[config.mk]
export PLATFORM = sky130hd
export DESIGN_NAME = fault_record_capture
export DESIGN_NICKNAME = d
export VERILOG_FILES = /design/src/logic/fault_capture_pkg.sv /design/src/logic/fault_record_capture.sv
export SDC_FILE = /design/constraint.sdc
export NUM_CORES = 2
export LEC_CHECK = 0
export BUFFER_PORTS_ARGS = -buffer_cell sky130_fd_sc_hd__buf_2
export CORE_ASPECT_RATIO = 0.7
export CORE_UTILIZATION = 50
export DETAILED_ROUTE_END_ITERATION = 6
export PLACE_DENSITY = 0.77
export SETUP_SLACK_MARGIN = 0.3
export SLEW_MARGIN = 20
export SYNTH_ARGS = -nofsm -noshare
export SYNTH_HDL_FRONTEND = slang
export SYNTH_SLANG_ARGS = --single-unit
[constraint.sdc]
create_clock -name clk_i -period 144.2 [get_ports clk_i]
set_input_delay 28.84 -clock clk_i [delete_from_list [all_inputs] [get_ports clk_i]]
set_output_delay 28.84 -clock clk_i [all_outputs]
set_load 0.02 [all_outputs]
[src/logic/fault_capture_pkg.sv]
package fault_capture_pkg;

  // Fault report
  localparam int unsigned REPORT_DEPTH   = 10;
  localparam logic [3:0]  SLOT_LAST      = 4'h9;
  localparam logic [9:0]  REC_NUM_MIN    = 10'h001;
  localparam logic [9:0]  REC_NUM_MAX    = 10'h3E7;

  // Fault kind codes
  typedef enum logic [3:0] {
    KIND_THREE_PHASE  = 4'b0000,
    KIND_AG           = 4'b0001,
    KIND_BG           = 4'b0010,
    KIND_CG           = 4'b0011,
    KIND_AB           = 4'b0100,
    KIND_ABG          = 4'b0101,
    KIND_BC           = 4'b0110,
    KIND_BCG          = 4'b0111,
    KIND_CA           = 4'b1000,
    KIND_CAG          = 4'b1001,
    kind_not_computed = 4'b1010
  } fault_kind_t;

  typedef struct packed {
    logic [47:0] stamp;
    fault_kind_t kind;
    logic [15:0] distance;
    logic [9:0]  number;
  } fault_entry_t;

  // Waveform capture
  localparam logic [20:0] STORE_BYTES    = 21'h10_0000;
  localparam logic [5:0]  SAMPLE_BYTES   = 6'h26;
  localparam int unsigned ANALOG_CH      = 9;
  localparam logic [6:0]  PRE_MIN        = 7'h05;
  localparam logic [6:0]  PRE_MAX        = 7'h5F;
  localparam logic [6:0]  PRE_DEFAULT    = 7'h1E;
  localparam logic [6:0]  PCT_FULL       = 7'h64;
  localparam logic [4:0]  RECS_MIN       = 5'h01;
  localparam logic [4:0]  RECS_MAX       = 5'h14;
  localparam logic [4:0]  RECS_DEFAULT   = 5'h04;
  localparam logic [6:0]  SPC_DEFAULT    = 7'h40;

  typedef struct packed {
    logic [ANALOG_CH-1:0][31:0] analog;
    logic [15:0]                digital;
  } sample_t;

  typedef enum logic [1:0] {
    CAP_IDLE  = 2'b00,
    CAP_PRE   = 2'b01,
    CAP_POST  = 2'b10,
    CAP_FLUSH = 2'b11
  } cap_state_t;

endpackage : fault_capture_pkg

[src/logic/fault_record_capture.sv]
`timescale 1ns/100ps
// What this block does
// - Fault report made on trigger only while report permission is enabled
// - Report trigger starts distance calculation, then writes the report
// - Clear input erases all reports and acknowledges all panel warnings
// - Fault kind holds one of ten types or the not-computed code
// - Last fault date, distance and report number shown as status
// - Report numbers run from 001 to 999
// - Only ten newest reports kept; eleventh overwrites the oldest
// - With panel option on, each new report raises a panel warning
// - Warning stays until enter key; each stored fault acknowledged alone
// - Panel warning always shows the most recent fault
// - One megabyte reserved for capture records
// - Record holds all analog channels plus sixteen digital channels
// - Nine analog channels stored in fixed order
// - Channels six to eight follow wye or delta connection
// - Digital channels and trigger come from status or virtual outputs
// - Capture starts only while capture permission enabled; a started capture runs on if disabled; default enabled
// - Pre-trigger share 5 to 95 percent, default 30
// - Samples per cycle 4, 8, 16, 32 or 64, default 64
// - Record count 1 to 20, default 4; capacity is store over count
// - Each sample is 38 bytes: nine four-byte values then two bytes
// - Overwrite chains records to one megabyte, then halts until trigger released
// - Triggered capture idles only when flushed and trigger released; pre-trigger capture idles when disabled
// - Snapshot event setting enables capture events; default enabled
module fault_record_capture (
  // Clock and reset
  input  wire logic                         clk_i,
  input  wire logic                         rst_i,
  // Register port
  input  wire logic [3:0]                   reg_addr_i,
  input  wire logic [31:0]                  reg_wdata_i,
  input  wire logic                         reg_wr_i,
  input  wire logic                         reg_rd_i,
  output logic      [31:0]                  reg_rdata_o,
  // Fault report side
  input  wire logic                         report_trigger_i,
  input  wire logic                         clear_reports_i,
  input  wire logic                         panel_enter_key_i,
  input  wire logic [47:0]                  fault_stamp_i,
  input  wire fault_capture_pkg::fault_kind_t fault_kind_i,
  input  wire logic                         distance_done_i,
  input  wire logic [15:0]                  distance_i,
  output logic                              distance_start_o,
  output fault_capture_pkg::fault_entry_t   last_fault_o,
  output logic                              panel_warning_o,
  output fault_capture_pkg::fault_entry_t   panel_fault_o,
  // Capture side
  input  wire logic                         capture_trigger_i,
  input  wire logic                         sample_tick_i,
  input  wire logic                         wye_connection_i,
  input  wire logic [7:0][31:0]             raw_analog_i,
  input  wire logic [15:0]                  digital_ch_i,
  input  wire logic                         flash_done_i,
  output logic                              store_we_o,
  output logic [19:0]                       store_addr_o,
  output fault_capture_pkg::sample_t        store_data_o,
  output logic                              flash_save_o,
  output logic                              capture_event_o,
  output logic                              capture_busy_o
);

  localparam logic [3:0] A_CTRL  = 4'h0;
  localparam logic [3:0] A_CAPT  = 4'h1;
  localparam logic [3:0] A_STAT  = 4'h2;
  localparam logic [3:0] A_SPR   = 4'h3;

  // Settings register
  logic       rep_en_reg, panel_en_reg, cap_en_reg, snap_en_reg, ovw_en_reg;
  logic [6:0] pre_pct_reg;
  logic [6:0] spc_reg;
  logic [4:0] recs_reg;

  always_ff @(posedge clk_i or posedge rst_i) begin
    if (rst_i) begin
      rep_en_reg   <= 1'b0;
      panel_en_reg <= 1'b0;
      cap_en_reg   <= 1'b1;
      snap_en_reg  <= 1'b1;
      ovw_en_reg   <= 1'b0;
      pre_pct_reg  <= fault_capture_pkg::PRE_DEFAULT;
      spc_reg      <= fault_capture_pkg::SPC_DEFAULT;
      recs_reg     <= fault_capture_pkg::RECS_DEFAULT;
    end else if (reg_wr_i) begin
      if (reg_addr_i == A_CTRL) begin
        rep_en_reg   <= reg_wdata_i[0];
        panel_en_reg <= reg_wdata_i[1];
        cap_en_reg   <= reg_wdata_i[2];
        snap_en_reg  <= reg_wdata_i[3];
        ovw_en_reg   <= reg_wdata_i[4];
      end
      if (reg_addr_i == A_CAPT) begin
        // Out-of-range settings are ignored, the old value stays
        if (reg_wdata_i[6:0] >= fault_capture_pkg::PRE_MIN &&
            reg_wdata_i[6:0] <= fault_capture_pkg::PRE_MAX)
          pre_pct_reg <= reg_wdata_i[6:0];
        if (reg_wdata_i[14:8] inside {7'h04, 7'h08, 7'h10, 7'h20, 7'h40})
          spc_reg <= reg_wdata_i[14:8];
        if (reg_wdata_i[20:16] >= fault_capture_pkg::RECS_MIN &&
            reg_wdata_i[20:16] <= fault_capture_pkg::RECS_MAX)
          recs_reg <= reg_wdata_i[20:16];
      end
    end
  end

  // Fault report ring
  fault_capture_pkg::fault_entry_t ring_reg [fault_capture_pkg::REPORT_DEPTH];
  logic [3:0] wr_slot_reg;
  logic [3:0] count_reg;
  logic [3:0] unack_reg;
  logic [9:0] next_num_reg;
  logic       trig_d_reg;
  logic       calc_reg;
  logic [47:0] stamp_reg;
  fault_capture_pkg::fault_kind_t kind_reg;
  logic       rep_done;
  logic       trig_rise;

  assign trig_rise = report_trigger_i & ~trig_d_reg;
  assign rep_done  = calc_reg & distance_done_i;

  always_ff @(posedge clk_i or posedge rst_i) begin
    if (rst_i) begin
      trig_d_reg       <= 1'b0;
      calc_reg         <= 1'b0;
      distance_start_o <= 1'b0;
      stamp_reg        <= '0;
      kind_reg         <= fault_capture_pkg::kind_not_computed;
    end else begin
      trig_d_reg       <= report_trigger_i;
      distance_start_o <= 1'b0;
      if (trig_rise && rep_en_reg && !calc_reg) begin
        calc_reg         <= 1'b1;
        distance_start_o <= 1'b1;
        stamp_reg        <= fault_stamp_i;
        kind_reg         <= fault_kind_i;
      end else if (rep_done) begin
        calc_reg <= 1'b0;
      end
    end
  end

  // New entry written once the distance is ready
  fault_capture_pkg::fault_entry_t new_entry;
  always_comb begin
    new_entry.stamp    = stamp_reg;
    new_entry.kind     = kind_reg;
    new_entry.distance = distance_i;
    new_entry.number   = next_num_reg;
  end

  genvar g;
  generate
    for (g = 0; g < fault_capture_pkg::REPORT_DEPTH; g++) begin : g_ring
      always_ff @(posedge clk_i or posedge rst_i) begin
        if (rst_i)
          ring_reg[g] <= '0;
        else if (rep_done && wr_slot_reg == 4'(g))
          ring_reg[g] <= new_entry;
      end
    end
  endgenerate

  always_ff @(posedge clk_i or posedge rst_i) begin
    if (rst_i) begin
      wr_slot_reg  <= '0;
      count_reg    <= '0;
      next_num_reg <= fault_capture_pkg::REC_NUM_MIN;
      last_fault_o <= '0;
    end else if (rep_done) begin
      // A report completing with a clear still leaves that report stored
      wr_slot_reg  <= (wr_slot_reg == fault_capture_pkg::SLOT_LAST) ?
                      4'h0 : wr_slot_reg + 4'h1;
      if (count_reg != 4'(fault_capture_pkg::REPORT_DEPTH))
        count_reg <= clear_reports_i ? 4'h1 : count_reg + 4'h1;
      else if (clear_reports_i)
        count_reg <= 4'h1;
      next_num_reg <= (next_num_reg == fault_capture_pkg::REC_NUM_MAX) ?
                      fault_capture_pkg::REC_NUM_MIN :
                      next_num_reg + 10'h001;
      last_fault_o <= new_entry;
    end else if (clear_reports_i) begin
      count_reg <= '0;
    end
  end

  // Panel warnings: one acknowledge per stored unacknowledged fault
  logic new_warn;
  assign new_warn = rep_done & panel_en_reg;

  always_ff @(posedge clk_i or posedge rst_i) begin
    if (rst_i) begin
      unack_reg       <= '0;
      panel_warning_o <= 1'b0;
      panel_fault_o   <= '0;
    end else begin
      if (new_warn) begin
        panel_fault_o <= new_entry;
        if (clear_reports_i)
          unack_reg <= 4'h1;
        else if (unack_reg != 4'(fault_capture_pkg::REPORT_DEPTH))
          unack_reg <= unack_reg + 4'h1;
        panel_warning_o <= 1'b1;
      end else if (clear_reports_i) begin
        unack_reg       <= '0;
        panel_warning_o <= 1'b0;
      end else if (panel_enter_key_i && unack_reg != 4'h0) begin
        unack_reg       <= unack_reg - 4'h1;
        panel_warning_o <= (unack_reg != 4'h1);
      end
    end
  end

  // Capture engine
  fault_capture_pkg::cap_state_t state_reg, state_next;
  logic [20:0] rec_bytes;
  logic [15:0] samp_per_rec;
  logic [15:0] pre_samples;
  logic [15:0] idx_reg;
  logic [15:0] taken_reg;
  logic [15:0] post_reg;
  logic [20:0] chain_reg;
  logic [19:0] base_reg;
  logic [4:0]  rec_slot_reg;
  logic [9:0]  rec_total_reg;
  logic        ovw_run;
  logic        samp_ok;
  logic        flushed_reg;

  // Division kept combinational; settings change rarely
  assign rec_bytes    = 21'(fault_capture_pkg::STORE_BYTES /
                        21'(recs_reg));
  assign samp_per_rec = 16'(rec_bytes /
                        21'(fault_capture_pkg::SAMPLE_BYTES));
  assign pre_samples  = 16'((32'(samp_per_rec) * 32'(pre_pct_reg)) /
                        32'(fault_capture_pkg::PCT_FULL));
  assign samp_ok      = sample_tick_i;

  always_comb begin
    state_next = state_reg;
    case (state_reg)
      fault_capture_pkg::CAP_IDLE:
        if (cap_en_reg) state_next = fault_capture_pkg::CAP_PRE;
      fault_capture_pkg::CAP_PRE:
        if (!cap_en_reg) state_next = fault_capture_pkg::CAP_IDLE;
        else if (capture_trigger_i) state_next = fault_capture_pkg::CAP_POST;
      fault_capture_pkg::CAP_POST:
        if (samp_ok && post_reg + 16'h1 + pre_samples >= samp_per_rec)
          state_next = fault_capture_pkg::CAP_FLUSH;
      fault_capture_pkg::CAP_FLUSH:
        if ((flash_done_i || flushed_reg) && !capture_trigger_i)
          state_next = fault_capture_pkg::CAP_IDLE;
        else if (flash_done_i && ovw_run)
          state_next = fault_capture_pkg::CAP_POST;
      default:
        state_next = fault_capture_pkg::CAP_IDLE;
    endcase
  end

  // Chaining continues while trigger holds and under one megabyte
  assign ovw_run = ovw_en_reg && capture_trigger_i &&
                   (22'(chain_reg) + 22'(rec_bytes) <=
                    22'(fault_capture_pkg::STORE_BYTES));

  always_ff @(posedge clk_i or posedge rst_i) begin
    if (rst_i) state_reg <= fault_capture_pkg::CAP_IDLE;
    else       state_reg <= state_next;
  end

  // Sample assembly in fixed channel order
  fault_capture_pkg::sample_t smp;
  always_comb begin
    smp.analog[0] = raw_analog_i[0];
    smp.analog[1] = raw_analog_i[1];
    smp.analog[2] = raw_analog_i[2];
    smp.analog[3] = raw_analog_i[3];
    smp.analog[4] = raw_analog_i[4];
    // Wye gives phase-neutral, delta gives differences
    smp.analog[5] = wye_connection_i ? raw_analog_i[5] :
                    raw_analog_i[5] - raw_analog_i[6];
    smp.analog[6] = wye_connection_i ? raw_analog_i[6] :
                    raw_analog_i[6] - raw_analog_i[7];
    smp.analog[7] = wye_connection_i ? raw_analog_i[7] :
                    raw_analog_i[7] - raw_analog_i[5];
    smp.analog[8] = raw_analog_i[7] + raw_analog_i[6] + raw_analog_i[5];
    smp.digital   = digital_ch_i;
  end

  logic writing;
  assign writing = samp_ok &&
                   (state_reg == fault_capture_pkg::CAP_PRE ||
                    state_reg == fault_capture_pkg::CAP_POST);

  always_ff @(posedge clk_i or posedge rst_i) begin
    if (rst_i) begin
      idx_reg         <= '0;
      taken_reg       <= '0;
      post_reg        <= '0;
      chain_reg       <= '0;
      base_reg        <= '0;
      rec_slot_reg    <= '0;
      rec_total_reg   <= '0;
      store_we_o      <= 1'b0;
      store_addr_o    <= '0;
      store_data_o    <= '0;
      flash_save_o    <= 1'b0;
      capture_event_o <= 1'b0;
      capture_busy_o  <= 1'b0;
      flushed_reg     <= 1'b0;
    end else begin
      store_we_o      <= writing;
      flash_save_o    <= 1'b0;
      capture_event_o <= 1'b0;
      capture_busy_o  <= (state_reg == fault_capture_pkg::CAP_POST) ||
                         (state_reg == fault_capture_pkg::CAP_FLUSH);
      flushed_reg     <= (state_reg == fault_capture_pkg::CAP_FLUSH) &&
                         (flash_done_i || flushed_reg);
      if (writing) begin
        store_data_o <= smp;
        store_addr_o <= base_reg + 20'(32'(idx_reg) *
                        32'(fault_capture_pkg::SAMPLE_BYTES));
        idx_reg <= (idx_reg + 16'h1 >= samp_per_rec) ? 16'h0 :
                   idx_reg + 16'h1;
        if (state_reg == fault_capture_pkg::CAP_PRE &&
            taken_reg < pre_samples)
          taken_reg <= taken_reg + 16'h1;
        if (state_reg == fault_capture_pkg::CAP_POST)
          post_reg <= post_reg + 16'h1;
      end
      if (state_reg == fault_capture_pkg::CAP_PRE && state_next ==
          fault_capture_pkg::CAP_POST) begin
        post_reg        <= '0;
        capture_event_o <= snap_en_reg;
        chain_reg       <= 21'(rec_bytes);
      end
      if (state_reg == fault_capture_pkg::CAP_POST && state_next ==
          fault_capture_pkg::CAP_FLUSH) begin
        flash_save_o  <= 1'b1;
        rec_total_reg <= (rec_total_reg == fault_capture_pkg::REC_NUM_MAX)
                         ? 10'h001 : rec_total_reg + 10'h001;
        rec_slot_reg  <= (rec_slot_reg + 5'h1 >= recs_reg) ? 5'h0 :
                         rec_slot_reg + 5'h1;
      end
      if (state_reg == fault_capture_pkg::CAP_FLUSH && state_next ==
          fault_capture_pkg::CAP_POST) begin
        // Chained record: next slot, all post samples
        post_reg  <= 16'(0) - pre_samples;
        chain_reg <= chain_reg + 21'(rec_bytes);
        base_reg  <= 20'(32'(rec_slot_reg) * 32'(rec_bytes));
        idx_reg   <= '0;
        capture_event_o <= snap_en_reg;
      end
      if (state_next == fault_capture_pkg::CAP_IDLE) begin
        idx_reg   <= '0;
        taken_reg <= '0;
        base_reg  <= 20'(32'(rec_slot_reg) * 32'(rec_bytes));
      end
    end
  end

  // Register reads, one cycle later
  always_ff @(posedge clk_i or posedge rst_i) begin
    if (rst_i)
      reg_rdata_o <= '0;
    else if (reg_rd_i) begin
      case (reg_addr_i)
        A_CTRL: reg_rdata_o <= {27'h0, ovw_en_reg, snap_en_reg, cap_en_reg,
                                panel_en_reg, rep_en_reg};
        A_CAPT: reg_rdata_o <= {11'h0, recs_reg, 1'b0, spc_reg, 1'b0,
                                pre_pct_reg};
        A_STAT: reg_rdata_o <= {6'h0, rec_total_reg, 2'h0, state_reg,
                                unack_reg, count_reg, 4'(kind_reg)};
        A_SPR:  reg_rdata_o <= {16'h0, samp_per_rec};
        default: reg_rdata_o <= '0;
      endcase
    end else
      reg_rdata_o <= '0;
  end

endmodule : fault_record_capture

Word-level counts from Yosys, hierarchy flattened
Index checks and enable logic that the tools add are counted.
{ "classes": {"bitwise_logic": 4, "reduce_logical": 41, "div": 3, "mux": 46, "eq_ne": 19, "magnitude_cmp": 8, "mul": 3, "add_sub_neg": 18} }
{ "op_table": {"columns": ["op", "count"], "rows": [
  ["2-to-1 mux 16 bit", 8],
  ["2-to-1 mux 32 bit", 4],
  ["one-hot mux 26 bit (4 select lines)", 1],
  ["subtractor 32 bit", 3],
  ["adder 32 bit", 2],
  ["2-to-1 mux 21 bit", 2],
  ["2-to-1 mux 20 bit", 2],
  ["2-to-1 mux 4 bit", 10],
  ["adder 16 x 1 -> 16 bit (second input constant)", 2],
  ["divider 23 x 7 -> 32 bit (second input constant)", 1],
  ["greater-or-equal comparator 16 bit", 2],
  ["multiplier 16 x 7 -> 23 bit", 1],
  ["adder 21 x 21 -> 22 bit", 1],
  ["<= comparator 22 x 21 -> 1 bit (second input constant)", 1],
  ["adder 21 bit", 1],
  ["divider 21 x 5 -> 21 bit (first input constant)", 1],
  ["divider 21 x 6 -> 21 bit (second input constant)", 1],
  ["multiplier 5 x 21 -> 20 bit", 1],
  ["adder 10 x 1 -> 10 bit (second input constant)", 2],
  ["adder 20 bit", 1],
  ["== test 10 bit (second input constant)", 2],
  ["2-to-1 mux 10 bit", 2],
  ["multiplier 16 x 5 -> 19 bit (second input constant)", 1],
  ["adder 16 bit", 1],
  ["38 further kinds", 89]
]} }
{ "totals": {"output_inout_bits": 518, "regBits": 705, "wordCells": 191} }

Depth between registers and ports, before layout
{ "depth": {"ltp_word": 13, "depth_mapped": 307, "depth_no_buf": 282} }

Worst setup path after synthesis
Ideal clock, no wire load.
{ "synth_timing": {"path_type": "reg2reg", "start": "reg recs_reg[1]", "end": "reg post_reg[4]", "stages_incl_launch_ff": 291, "path_slack_ns": 85.551, "arrival_time_ns": 58.513, "cell_sequence": "dfrtp_1 > inv_1 > ha_1 > o21ai_1 > inv_1 > clkbuf_1 > nand2_1 > ha_1 > nor2b_1 > o21ai_1 > clkbuf_1 > nor2_1 > ha_1 > nor2b_1 > o31a_1 > o21ai_2 > nor2_1 > ha_1 > [... 255 more ...] > o21bai_1 > a21oi_1 > o21bai_1 > a21oi_1 > xnor2_1 > ha_1 > nor2b_1 > o21ai_0 > nand2b_1 > a21oi_1 > o311a_1 > inv_1 > or3_1 > a221oi_1 > clkbuf_1 > o21ai_0 > nand2_1 > o21ai_0"} }
{ "synth_between": {"elab_chain_len": 13, "elab_cells_between_ends": 24, "classes_between": "add/sub: 3; mul: 1; div: 3; order compare: 2; eq/ne: 1; mux: 6; reduce/logical: 8"} }
{ "synth_lines": {"columns": ["element", "line", "rtl"], "rows": [
  ["start: declaration", "fault_record_capture.sv:72", "logic [4:0] recs_reg;"],
  ["start signal: assignment", "fault_record_capture.sv:83", "recs_reg <= fault_capture_pkg::RECS_DEFAULT;"],
  ["start signal: assignment", "fault_record_capture.sv:101", "recs_reg <= reg_wdata_i[20:16];"],
  ["divider 21 x 5 -> 21 bit (*)", "fault_record_capture.sv:231", "assign rec_bytes = 21'(fault_capture_pkg::STORE_BYTES /"],
  ["divider 21 x 6 -> 21 bit", "fault_record_capture.sv:233", "assign samp_per_rec = 16'(rec_bytes /"],
  ["multiplier 16 x 7 -> 23 bit", "fault_record_capture.sv:235", "assign pre_samples = 16'((32'(samp_per_rec) * 32'(pre_pct_reg)) /"],
  ["divider 23 x 7 -> 32 bit", "fault_record_capture.sv:235", null],
  ["adder 16 bit", "fault_record_capture.sv:248", "if (samp_ok && post_reg + 16'h1 + pre_samples >= samp_per_rec)"],
  ["greater-or-equal comparator 16 bit", "fault_record_capture.sv:248", null],
  ["logical AND 1 bit", "fault_record_capture.sv:248", null],
  ["2-to-1 mux 2 bit", "fault_record_capture.sv:248", null],
  ["one-hot mux 2 bit (4 select lines) (*)", "fault_record_capture.sv:241", "case (state_reg)"],
  ["net state_next[0]", "fault_record_capture.sv:215", "fault_capture_pkg::cap_state_t state_reg, state_next;"],
  ["== test 2 bit (*)", "fault_record_capture.sv:330, fault_record_capture.sv:344", null],
  ["logical AND 1 bit, on equally long branches", "fault_record_capture.sv:330, fault_record_capture.sv:344", null],
  ["nonzero test 3 bit (no line) or 2-to-1 mux 16 bit (tied branches)", null, null],
  ["AND reduction 2 bit (no line) or 2-to-1 mux 16 bit (tied branches)", null, null],
  ["end signal: assignment", "fault_record_capture.sv:328", "post_reg <= post_reg + 16'h1;"],
  ["end signal: assignment", "fault_record_capture.sv:347", "post_reg <= 16'(0) - pre_samples;"],
  ["end: declaration", "fault_record_capture.sv:221", "logic [15:0] post_reg;"]
]} }
Mark *: on every way through the listed nets, which the timed path passes. The rest lies on a longest branch.
A chain may end at the register's enable or synchronous reset.

Worst setup path in the final report
{ "layout_timing": {"start": "reg recs_reg[1]", "end": "reg post_reg[15]"} }
Same word-level chain as after synthesis.

==> summary.md <==
| Metric | Value |
|---|---|
| Share of cells above drive strength 1 | 16.6% |
| Total CTS buffers | 76 |
| FMAX | 13.4 MHz |
| Fin nets | 8,956 |
| Top flop regs | store_data_o x304, last_fault_o x78, panel_fault_o x78 |
| Reg2reg path depth | 275 |
| Clk_skew | 0.0441 ns |
| All-Layer GR Usage | 38.1% |
| Post-cts gate resize count | 0 |
| Unrepaired setup endpoints after global routing | false |
| Clock root cell | clkbuf_16 |
| Required time worst endpoint | 144.81 ns |
| # fillers | 10.8k |
| Pin count of the biggest net entering global routing | 197 |
| Antenna viol nets, final | 0 |
| First-pass GRT wire length | 341,000 um |
| DRT Pass-1 Iters | 7 |
| Post-Synth XOR/XNOR Area | 6.15% |
| Post-Syn Instances | 7,275 |
| Number of flip-flops under the largest register name | 304 |
| Crit. End Element | register |
| IO Pins | 906 |
| Number of H-tree levels | 3 |
| Post-Route WL | 236,000 um |
| DP HPWL | 188,000 um |
| Crit share post-route | 51.7% |
| Final Hold Fails | 0 |
| Commonest non-fill, non-tap cell in the layout | nand2_1 |
| Post-CTS Setup Bufs | 0 |
| Final min period | 74.51 ns |
| Pins Over Slew Limit | 0 |
| Synthesis warning total | 0 |
| Synth Area in Adders | 14.4% |
| Area of the mapped netlist | 59,000 um2 |
| Hold_sp | panel_fault_o[56]$_DFFE_PP0P_ |
| Utilization after layout | 57.6% |
| Post-synth top flop | dfrtp_1 |
| Min-Delay Path Class | reg2reg |
| Clk buf depth | 3 |
| Synth unique cells | 127 |
| MaxCap Viol Count | 0 |
| Outcome | complete, but fails checks |
| Worst r2r src | recs_reg[1]$_DFFE_PP0P_ |
| Crit path buf inv count | 44 |
| Initial antenna violation count | 74 |
| Max stage delay cell, worst path | nor2_1 |
| Die H | 289 um |
| Most frequent cells in the layout | 1,576 x nand2_1, 885 x buf_2, 688 x dfrtp_1 |
| WL/cell | 24.4 um |
| GPL Wtd Cong | 1.01 |
| Iter 0 DRT Violations | 6,387 |
| Seq/Total Area, Yosys | 29.7% |
| Worst path most repeated cell | ha_1 |
| Clock Sinks | 699 |
| Reg clk slew, reported paths | 0.06 ns |
| Largest family of logic cells by synthesized area | simple AND/OR/NAND/NOR gates |
| Area of the multi-input gates | 38,500 um2 |
| Simple-gate area share of the yosys netlist | 21.4% |
| Arr. time, crit path | 75.13 ns |
| Top reg by flops | store_data_o |
| Hold depth | 2 |
| Actual transition at the worst max-transition pin | 1.10 ns |
| Reg2Reg Setup Slack | 69.69 ns |
| CTS tree | done |
| Final setup viols | 0 |
| Setup TNS | 0 ns |
| Worst Setup SP | recs_reg[1]$_DFFE_PP0P_ |
| Ys async rst share | 100% |
| DR vias | 58.0k |
| Die width | 413 um |
| DRC viols | 1 |
| Initial core utilization | 50.4% |
| Gr ovfl total | 0 |
| Top Family by Delay on Critical Path | compound AO/OA/AOI/OAI gates |
| Avg Inst Size Synth | 8.11 um2 |
| Worst Setup Start Kind | register |
| Post-synthesis mux area share | 3.09% |
| Failing checks | DRC |
| Max stage delay on crit path | 0.86 ns |
| Number of buffers added on ports | 886 |
| Max-Slew Margin vs Limit | 26.7% |
| Sequential Area | 17,500 um2 |
| Vias in the first global route | 53.4k |
| Area grow syn2layout | 14.2% |
| Vias per inst | 6.00 |
| Worst skew pair latency | 0.72 ns |
| EDFF count, synth | 0 |
| Post-synthesis compound-gate area fraction | 20.0% |
| Yosys reg bits | 699 |
| Core area | 117,000 um2 |
| CP Class | reg2reg |
| Critical Path Fanout Max | 37 |
| Hold endpoint | panel_fault_o[56]$_DFFE_PP0P_ |
| Std cell rows | 105 |
| Reg-to-reg endpoint | post_reg[15]$_DFFE_PP0P_ |
| Die area | 119,000 um2 |
| Cts hold-fix bufs | 0 |
per-stage QoR:
| step | worst slack (ns) | hold WS [ns] | cell area (um2) | std cells |
|---|---|---|---|---|
| 2_1_floorplan | 85.55 | 0.439 | 59000 | 7280 |
| 3_3_place_gp | 73.46 | 0.452 | 64700 | 9469 |
| 3_5_place_dp | 72.07 | 0.457 | 64700 | 9469 |
| 4_1_cts | 71.69 | 0.472 | 67200 | 9607 |
| 5_1_grt | 64.96 | 0.491 | 67300 | 9628 |
| 6_report | 69.69 | 0.468 | 67400 | 9664 |
worst reg2reg max path, delay by kind of cell (launching register included):
kind	cells	cell delay, ns
flops	1	0.40
xor+xnor	6	2.48
compound gates	110	27.17
fa+ha+maj	31	11.20
mux	7	3.06
buf+inv	44	9.46
simple gates	77	20.66
metal layers:
metal / routed length, um / track usage (%) / vias up
li1: - / - / 26700
met1: 91000 / 48.2 / 27700
met2: 94700 / 52.8 / 2946
met3: 27800 / 12.9 / 642
met4: 22100 / 30.5 / 40
met5: 431 / 1.06 / -
cell type report:
class	count	area share [%]
diodes	57	0.212
clock buffers	104	3.22
clock inverters	34	0.577
inverters	468	2.64
multi-input cells	5794	57.1
flip-flops and latches	699	26.0
well taps	1551	2.88
repair buffers	957	7.43
Yosys cell counts, types with 135 or more instances:
library cell  count  area [um2]
a21oi_1         408        2040
a21o_1          221        1660
o21ai_0         402        2010
fa_1            166        3320
inv_1           440        1650
xnor2_1         330        2890
clkbuf_1        224         841
nand2_1        1579        5930
dfrtp_1         688       17200
nor3_1          135         676
nor2_1          473        1780
ha_1            406        5080
worst max path at each step:
stage | to | slack (ns) | cells past startpoint
final | post_reg[15]$_DFFE_PP0P_ | 69.69 | 275
after global routing | post_reg[15]$_DFFE_PP0P_ | 64.96 | 274
after CTS | post_reg[15]$_DFFE_PP0P_ | 71.69 | 273
after detailed placement | post_reg[15]$_DFFE_PP0P_ | 72.07 | 274
after global placement | post_reg[15]$_DFFE_PP0P_ | 73.46 | 276
after floorplan | post_reg[4]$_DFFE_PP0P_ | 85.55 | 290
cell families after synthesis:
| family | after synthesis |
|---|---|
| buffers and inverters | 787 |
| adder cells (fa/ha/maj) | 580 |
| flip-flops | 699 |
| multiplexers | 168 |
| AND/OR/NAND/NOR | 2845 |
| AO/OA/AOI/OAI | 1783 |
| XOR/XNOR | 412 |
| other | 1 |
Power is left out: the tool's default activity adds up to more than one toggle a clock period on the data nets, which glitch-free logic cannot reach.
